## config.mk

```make
export PLATFORM = sky130hd
export DESIGN_NAME = rsc_reset_classifier
export DESIGN_NICKNAME = d
export VERILOG_FILES = /design/src/hw/rsc_reset_classifier.v /design/src/hw/rsc_clear_filter.v
export VERILOG_INCLUDE_DIRS = /design/src /design/src/hw
export SDC_FILE = /design/constraint.sdc
export NUM_CORES = 1
export LEC_CHECK = 0
export ABC_AREA = 1
export BUFFER_PORTS_ARGS = -buffer_cell sky130_fd_sc_hd__buf_2
export CORE_ASPECT_RATIO = 1.4
export CORE_MARGIN = 2
export CORE_UTILIZATION = 45
export DETAILED_ROUTE_END_ITERATION = 12
export HOLD_SLACK_MARGIN = 0.15
export PLACE_DENSITY = 0.76
export SETUP_SLACK_MARGIN = 0.15
export SLEW_MARGIN = 20
export SYNTH_ARGS = -nofsm -noshare
export SYNTH_HDL_FRONTEND = slang
export SYNTH_SLANG_ARGS = --single-unit
```

## constraint.sdc

```tcl
create_clock -name clk -period 3.2 [get_ports clk]
set_input_delay 0.48 -clock clk [delete_from_list [all_inputs] [get_ports clk]]
set_output_delay 0.48 -clock clk [all_outputs]
set_load 0.02 [all_outputs]
```

## src/hw/rsc_defines.vh

```
// constants for the reset source classifier
`ifndef RSC_DEFINES_VH
`define RSC_DEFINES_VH
`define RSC_CAUSE_NONE 3'h0
`define RSC_CAUSE_POR 3'h1
`define RSC_CAUSE_CLR_RUN 3'h2
`define RSC_CAUSE_CLR_SLEEP 3'h3
`define RSC_CAUSE_WDOG_RUN 3'h4
`define RSC_CAUSE_WDOG_WAKE 3'h5
`define RSC_CAUSE_BROWNOUT 3'h6
`define RSC_FILT_MIN 8'h04
`define RSC_POR_HOLD 8'h10
`define RSC_STATUS_RST 8'h18
`endif

```

## src/hw/rsc_reset_classifier.v

```verilog
// reset source classifier top
`timescale 1ns/100ps
`default_nettype none
`include "rsc_defines.vh"
// What this block does
// [RULE1] classify each reset as one of six causes
// [RULE2] retained registers never get a reset pulse
// [RULE3] por, clear run/sleep and watchdog run reset the normal registers
// [RULE4] watchdog wake from sleep resets nothing
// [RULE5] timeout and powerdown bits form a cause-specific pattern
// [RULE6] short low glitches on the clear pin are ignored
// [RULE7] unimplemented status bits always read zero
// [RULE8] powerdown bit set on power-up, cleared by sleep
// [RULE9] timeout bit cleared on watchdog wake from sleep
// [RULE10] watchdog expiry resets while running, only wakes in sleep
// [RULE11] clear filter minimum width is a parameter in sample clocks
module rsc_reset_classifier #(
  parameter [7:0] FILT_MIN = `RSC_FILT_MIN,
  parameter [7:0] POR_HOLD = `RSC_POR_HOLD
) (
  input wire clk,
  input wire sys_rst,
  input wire external_clear_pin_n,
  input wire brownout_in,
  input wire watchdog_expire,
  input wire sleep_exec,
  input wire clrwdt_exec,
  output reg [2:0] cause_r,
  output reg cause_valid_r,
  output reg core_reset_r,
  output reg wake_r,
  output reg [7:0] status_flags_r
);
  localparam ST_RUN = 2'h0;
  localparam ST_SLEEP = 2'h1;
  localparam ST_HOLD = 2'h2;

  wire clr_pulse;
  reg bo1_r;
  reg bo2_r;
  reg por_done_r;
  reg [1:0] state_r;
  reg [1:0] state_nxt;
  reg [7:0] hold_r;
  reg [7:0] hold_nxt;
  reg to_r;
  reg to_nxt;
  reg pd_r;
  reg pd_nxt;
  reg [2:0] cause_nxt;
  reg cause_valid_nxt;
  reg core_reset_nxt;
  reg wake_nxt;
  reg [2:0] event_cause;

  rsc_clear_filter #(.MIN_WIDTH(FILT_MIN)) u_filt (
    .clk(clk),
    .sys_rst(sys_rst),
    .pin_n(external_clear_pin_n),
    .clear_pulse(clr_pulse)
  );

  // event priority: brownout, clear, watchdog
  function [2:0] pick_cause;
    input in_sleep;
    input bo;
    input clr;
    input wd;
    begin
      if (bo) begin
        pick_cause = `RSC_CAUSE_BROWNOUT;
      end else if (clr) begin
        pick_cause = in_sleep ? `RSC_CAUSE_CLR_SLEEP : `RSC_CAUSE_CLR_RUN;
      end else if (wd) begin
        pick_cause = in_sleep ? `RSC_CAUSE_WDOG_WAKE : `RSC_CAUSE_WDOG_RUN;
      end else begin
        pick_cause = `RSC_CAUSE_NONE;
      end
    end
  endfunction

  // all causes but a watchdog wake reload normal registers
  function resets_core;
    input [2:0] cause;
    begin
      resets_core = (cause != `RSC_CAUSE_NONE) && (cause != `RSC_CAUSE_WDOG_WAKE);
    end
  endfunction

  // timeout bit after a cause
  function next_to;
    input [2:0] cause;
    input to_now;
    begin
      if (cause == `RSC_CAUSE_WDOG_RUN || cause == `RSC_CAUSE_WDOG_WAKE) begin
        next_to = 1'b0;
      end else if (cause == `RSC_CAUSE_BROWNOUT || cause == `RSC_CAUSE_POR) begin
        next_to = 1'b1;
      end else begin
        next_to = to_now;
      end
    end
  endfunction

  // powerdown bit after a cause; clear and wake keep it
  function next_pd;
    input [2:0] cause;
    input pd_now;
    begin
      if (cause == `RSC_CAUSE_WDOG_RUN || cause == `RSC_CAUSE_BROWNOUT ||
          cause == `RSC_CAUSE_POR) begin
        next_pd = 1'b1;
      end else begin
        next_pd = pd_now;
      end
    end
  endfunction

  // bits 7..5 and 2..0 unimplemented, read zero
  function [7:0] status_word;
    input to_bit;
    input pd_bit;
    begin
      status_word = {3'b000, to_bit, pd_bit, 3'b000}; // RULE7
    end
  endfunction

  // brownout level synchroniser
  always @(posedge clk or posedge sys_rst) begin
    if (sys_rst) begin
      bo1_r <= 1'b0;
      bo2_r <= 1'b0;
    end else begin
      bo1_r <= brownout_in;
      bo2_r <= bo1_r;
    end
  end

  // next state, cause and status bits
  always @* begin
    state_nxt = state_r;
    hold_nxt = hold_r;
    to_nxt = to_r;
    pd_nxt = pd_r;
    cause_nxt = cause_r;
    cause_valid_nxt = 1'b0;
    core_reset_nxt = core_reset_r;
    wake_nxt = 1'b0;
    event_cause = `RSC_CAUSE_NONE;
    case (state_r)
      ST_HOLD: begin
        core_reset_nxt = 1'b1; // RULE3
        if (hold_r + 8'h01 >= POR_HOLD) begin
          hold_nxt = 8'h00;
          state_nxt = ST_RUN;
          core_reset_nxt = 1'b0;
        end else begin
          hold_nxt = hold_r + 8'h01;
        end
      end
      ST_RUN: begin
        event_cause = pick_cause(1'b0, bo2_r, clr_pulse, watchdog_expire); // RULE1
        if (event_cause == `RSC_CAUSE_NONE) begin
          if (sleep_exec) begin
            pd_nxt = 1'b0; // RULE8
            to_nxt = 1'b1;
            state_nxt = ST_SLEEP;
          end else if (clrwdt_exec) begin
            to_nxt = 1'b1;
            pd_nxt = 1'b1;
          end
        end
      end
      ST_SLEEP: begin
        event_cause = pick_cause(1'b1, bo2_r, clr_pulse, watchdog_expire); // RULE1
      end
      default: begin
        state_nxt = ST_HOLD;
      end
    endcase
    if (event_cause != `RSC_CAUSE_NONE) begin
      cause_nxt = event_cause;
      cause_valid_nxt = 1'b1;
      to_nxt = next_to(event_cause, to_r); // RULE5 RULE9
      pd_nxt = next_pd(event_cause, pd_r); // RULE5
      if (resets_core(event_cause)) begin
        state_nxt = ST_HOLD; // RULE10
        core_reset_nxt = 1'b1; // RULE3
      end else begin
        state_nxt = ST_RUN; // RULE4
        wake_nxt = 1'b1; // RULE10
      end
    end
    if (!por_done_r) begin
      cause_valid_nxt = 1'b1; // RULE1
    end
  end

  // state and output registers
  always @(posedge clk or posedge sys_rst) begin
    if (sys_rst) begin
      por_done_r <= 1'b0;
      state_r <= ST_HOLD;
      hold_r <= 8'h00;
      to_r <= 1'b1;
      pd_r <= 1'b1;
      cause_r <= `RSC_CAUSE_POR;
      cause_valid_r <= 1'b0;
      core_reset_r <= 1'b1;
      wake_r <= 1'b0;
      status_flags_r <= `RSC_STATUS_RST;
    end else begin
      por_done_r <= 1'b1;
      state_r <= state_nxt;
      hold_r <= hold_nxt;
      to_r <= to_nxt;
      pd_r <= pd_nxt;
      cause_r <= cause_nxt;
      cause_valid_r <= cause_valid_nxt;
      core_reset_r <= core_reset_nxt;
      wake_r <= wake_nxt;
      status_flags_r <= status_word(to_r, pd_r); // RULE7
    end
  end

  // retained registers: no reset output exists for them at all
  // RULE2
endmodule
`default_nettype wire

```

## src/hw/rsc_clear_filter.v

```verilog
// glitch filter for the external clear pin
`timescale 1ns/100ps
`default_nettype none
`include "rsc_defines.vh"
module rsc_clear_filter #(
  parameter [7:0] MIN_WIDTH = `RSC_FILT_MIN
) (
  input wire clk,
  input wire sys_rst,
  input wire pin_n,
  output reg clear_pulse
);
  reg sync1_r;
  reg sync2_r;
  reg [7:0] cnt_r;
  reg fired_r;
  // two-flop synchroniser then low-width counter
  always @(posedge clk or posedge sys_rst) begin
    if (sys_rst) begin
      sync1_r <= 1'b1;
      sync2_r <= 1'b1;
      cnt_r <= 8'h00;
      fired_r <= 1'b0;
      clear_pulse <= 1'b0;
    end else begin
      sync1_r <= pin_n;
      sync2_r <= sync1_r;
      clear_pulse <= 1'b0;
      if (sync2_r) begin
        cnt_r <= 8'h00; // RULE6
        fired_r <= 1'b0;
      end else if (!fired_r) begin
        if (cnt_r + 8'h01 >= MIN_WIDTH) begin // RULE11
          fired_r <= 1'b1;
          clear_pulse <= 1'b1;
        end else begin
          cnt_r <= cnt_r + 8'h01;
        end
      end
    end
  end
endmodule
`default_nettype wire

```

=== Word-level counts from Yosys, hierarchy flattened ===
Index checks and enable logic that the tools add are counted.

* Flip-flop bits (word level): 35
* Output and inout bits: 14
* Logic and storage cells: 94

* $add $sub $neg: 2
* Magnitude comparators: 2
* Equal/unequal tests: 15
* Multiplexer cells: 43
* Reduce and logical (&&, ||, !) cells: 15

{| class="wikitable"
|+ Operator list
! kind !! number
|-
| $mux W8 || 4
|-
| $mux W1 || 25
|-
| $mux W3 || 7
|-
| $add A8 B1 Y8 const B || 2
|-
| $ne A3 B3 Y1 const B || 4
|-
| $reduce_and A4 Y1 || 3
|-
| $mux W2 || 5
|-
| $eq A3 B3 Y1 const B || 3
|-
| $ge A8 B3 Y1 const B || 1
|-
| $ge A8 B5 Y1 const B || 1
|-
| $ne A2 B1 Y1 const B || 3
|-
| $pmux W2 S3 || 1
|-
| $pmux W3 S2 || 1
|-
| $reduce_bool A3 Y1 || 2
|-
| $logic_or A1 B1 Y1 || 4
|-
| $reduce_bool A2 Y1 || 2
|-
| $eq A3 B1 Y1 const B || 1
|-
| $logic_not A3 Y1 || 1
|-
| $ne A3 B1 Y1 const B || 1
|-
| $eq A2 B1 Y1 const B || 1
|-
| $eq A2 B2 Y1 const B || 1
|-
| $logic_not A2 Y1 || 1
|-
| $ne A2 B2 Y1 const B || 1
|-
| $reduce_and A2 Y1 || 1
|-
| $logic_and A1 B1 Y1 || 1
|}

=== Depth between registers and ports, before layout ===
* Depth in word-level cells: 10
* Depth in mapped cells: 9
* Mapped depth without buffers: 9

=== Modules after synthesis ===
From an unflattened synthesis, not the netlist that was laid out.

* Cell total of the unflattened synthesis: 203
* Area total of the unflattened synthesis: 1717.9 um^2

{| class="wikitable"
|+ Modules (own cells, without submodules)
! module !! instances !! cells an instance !! area each (um^2)
|-
| rsc_reset_classifier || 1 || 129 || 1096.1
|-
| rsc_clear_filter || 1 || 74 || 621.8
|}

=== Least setup slack after synthesis ===
Ideal clock, no wire load.

* Kind: register to register
* Start: register u_filt.cnt_r[0]
* End: register u_filt.cnt_r[2]
* Setup time: 0.118 ns
* Arrival time: 1.180 ns
* Data required time: 3.082 ns
* Slack: 1.902 ns
* Stages on the path, launching flop included: 8
* Path buffers: 0
* Clock period less this slack: 1.298 ns
* Path through: dfrtp_1 > ha_1 > nor2_1 > nor2_1 > a21oi_1 > nand4_1 > nand2_2 > nor2_1

* Longest elaborated chain between the ends: 4

{| class="wikitable"
|+ RTL lines
! item !! line !! RTL
|-
| start: declaration || rsc_clear_filter.v:15 || <nowiki>reg [7:0] cnt_r;</nowiki>
|-
| start signal: assignment || rsc_clear_filter.v:37 || <nowiki>cnt_r <= cnt_r + 8'h01;</nowiki>
|-
| $add A8 B1 Y8 (*) || rsc_clear_filter.v:33, rsc_clear_filter.v:37 ||
|-
| $ge A8 B3 Y1 / $mux W8 (equally long branches) || rsc_clear_filter.v:33 || <nowiki>if (cnt_r + 8'h01 >= MIN_WIDTH) begin</nowiki>
|-
| $ne A2 B1 Y1 (no line) / $mux W8 (equally long branches) || - ||
|-
| $reduce_and A2 Y1 (no line) / $mux W8 (equally long branches) || - ||
|}

Mark *: on every way between the ends. The rest lies on a longest branch, timed or not. The select of a mux whose other input is x is not followed.
A chain may end at the register's enable or synchronous reset.

=== Final worst setup path ===
* Start: register u_filt.cnt_r[0]
* End: register u_filt.cnt_r[7]

Same word-level chain as after synthesis.

==> results.toml <==
[outcome]
status = "complete, no violations"

[synthesis]
synth_top_area_cell = "dfrtp_1"
yosys.area_share.simple_pct = 23.56
synthXorXnorAreaFrac_pct = 1.107
ys_ff_latch = 35
synth-compound-area-share_pct = 6.482
synth_ff_type = "dfrtp_1"
avgSynthCellArea_um2 = 9.256
synth_cell_type_count = 27
postSynth.asyncResetShare_pct = 100.0
netlist_instances = 171
synthMuxAreaShare_pct = 0
synth_area_um2 = 1583
ys_seq_area_share_pct = 56.05
synth_top_area_share_pct = 41.11
synth_top_family_by_area = "simple AND/OR/NAND/NOR gates"
ys_warn_count = 0
synth-edff-count = 0
synthAdderAreaFrac_pct = 2.372
synth_area_leaders = "dfrtp_1 (41%), dfstp_2 (15%), nand2_1 (8.3%), inv_1 (6.9%), nor2_1 (5.7%)"

[global_route]
gr-total-overflow = 0
grt_max_degree = 32
grtUsageTotal_pct = 15.09
grt_pass1_wl_um = 4174
grt_pass1_vias = 1042
antenna_found_initial = 0

[finish]
multi_input_area_um2 = 556.8
final.fill_count = 320
drive_gt1_share_pct = 24.74
seqCellArea_um2 = 887.1
antenna_cells = 0
layout.nets = 203
design_area_um2 = 1777
utilization_pct = 52.59
area_growth_syn_to_layout_pct = 12.25

[worst_setup_path]
worstSetupStartpointType = "flip-flop"
arrival_ns = 1.65
critical_path_class = "reg -> reg"
path_max_fanout = 7
cp-end-kind = "flip-flop"
cp.required_ns = 3.37
rr_startpoint = "u_filt.cnt_r[0]$_DFFE_PP0P_"
r2r_cells = 7
crit_start = "u_filt.cnt_r[0]$_DFFE_PP0P_"

[drt]
drt_first_pass_iters = 4
wl_per_cell_um = 10.89
drc = 0
post_drt_via_cell_ratio = 4.615
dr.first_iter.drc_count = 34
ant_nets = 0
drt_wl_total_um = 2548
via_count = 1080

[timing]
tightest_slew_ns = 0.6300
timing.final.crit_period_ns = 1.478
rsz0062_at_grt = "false"
setup_viol = 0
drv_slew = 0
relSlewSlack_pct = 57.94
timing.final.crit_share_pct = 46.18
tns_ns = 0
max_clock_freq_mhz = 676.6
fin_worst_skew_ns = 0.005162
finalHoldViolCount = 0

[place]
detailed_place.area_um2 = 1692
place_hpwl_um = 1847
place_congestion = 0.8123
io_buffers = 14

[floorplanning]
rows = 25
design.core.area_um2 = 3378
die_x_um = 54.13
num_io_pins = 21
dieHeight_um = 74.17
start_util_pct = 46.85
dieArea_um2 = 4014

[clocking]
clk_pin_slew_ns = 0.07
postCtsResizedCells = 0
cts_max_path_buffers = 2
numCtsBuffers = 5
insertion_delay_ns = 0.29
htreeDepth = 2
numClockSinks = 35
post_cts_buffers = 0
tritoncts = "yes"
cts_hold_buf = 0
cts_root_buffer = "clkbuf_8"

[power]
power_uw = 1378
powerDensity_nw_per_um2 = 775.4
vdd_ir_drop_max_mv = 0.3974
leakagePower_uw = 0.0009061

[worst_hold_path]
min_path_type = "in -> async"

[job]
max-cap-violations = 0
-- metrics by stage --
step	hold slack (ns)	worst slack [ns]	std cells
floorplan	0.3312	1.902	176
global route	0.2761	1.588	234
finish	0.2675	1.722	234
CTS	0.2734	1.705	234
global placement	0.3326	1.580	226
detailed placement	0.3347	1.715	226
-- registers in the layout, indices dropped and copies added (netlist names), 2 cells and up --
register / count
cause_r: 3
hold_r: 8
u_filt.cnt_r: 8
status_flags_r: 2
state_r: 2
-- cell usage after synthesis (2+ instances only) --
| library cell | number |
|---|---|
| inv_1 | 29 |
| buf_4 | 6 |
| nand2_2 | 2 |
| dfstp_2 | 9 |
| nor2_1 | 24 |
| conb_1 | 2 |
| dfrtp_1 | 26 |
| o21ai_1 | 3 |
| o21ai_2 | 5 |
| nand2_1 | 35 |
| a21oi_1 | 3 |
| ha_1 | 3 |
| nand4_1 | 3 |
| nand3_1 | 8 |
-- cells in the final DEF (no fill, tap or decap), drive strengths merged, types with 3 or more instances in the layout --
cell type,Yosys,layout
o21ai,9,9
a21oi,3,3
nand2,38,38
ha,3,3
nand3,10,10
buf,6,16
nor2,26,26
clkbuf,0,6
dfrtp,26,26
inv,30,30
conb,2,7
dfstp,9,9
nand4,3,3
-- worst paths after layout --
check	to	slack, ns
max in group asynchronous	status_flags_r[3]$_DFF_PP1_	2.33
min in group clk	u_filt.sync1_r$_DFF_PP1_	0.29
min reg2reg	bo2_r$_DFF_PP0_	0.35
max	u_filt.cnt_r[7]$_DFFE_PP0P_	1.72
max reg2reg	u_filt.cnt_r[7]$_DFFE_PP0P_	1.72
min	hold_r[3]$_DFFE_PP0P_	0.27
-- layout make-up --
class,instances,share of cell area [%]
Sequential cell,35,49.93
Multi-Input combinational cell,105,31.34
Inverter,30,6.338
Timing Repair Buffer,16,4.789
Clock buffer,6,4.085
Tap cell,40,2.817
Clock inverter,2,0.7042
-- metal layers --
layer	wire length, um	up-vias	part of all wire (%)	GRT usage, %
li1	-	548	-	-
met1	1030	515	40	14.85
met2	1393	15	55	25.03
met3	100	2	3.9	4.217
met4	24	0	0.94	13.06
met5	0	-	0	0
-- logic make-up (layout without fill, tap and decap cells) --
| kind of cell | count (synthesis) | count (layout) |
|---|---|---|
| AND/OR/NAND/NOR | 78 | 78 |
| buffers and inverters | 36 | 54 |
| flip-flops | 35 | 35 |
| AO/OA/AOI/OAI | 15 | 15 |
| adder cells (fa/ha/maj) | 3 | 3 |
| other | 2 | 7 |
| XOR/XNOR | 2 | 2 |
-- worst max-delay path: stages (launching register included) --
cell     delay (ns)
dfrtp_1        0.44
ha_1           0.24
nor2_1         0.11
nor2_1         0.06
a21oi_1        0.12
nand4_1        0.16
nand2_2        0.18
nor2_1         0.06
-- power by group --
part           switching, uW  total (uW)  leakage [uW]  internal (uW)
clock                    152         304     0.0000412            152
sequential              76.4         641      0.000434            565
combinational            270         432      0.000431            163
total                    499        1380      0.000906            879
Note: power is estimated with default switching activity, not from simulation.
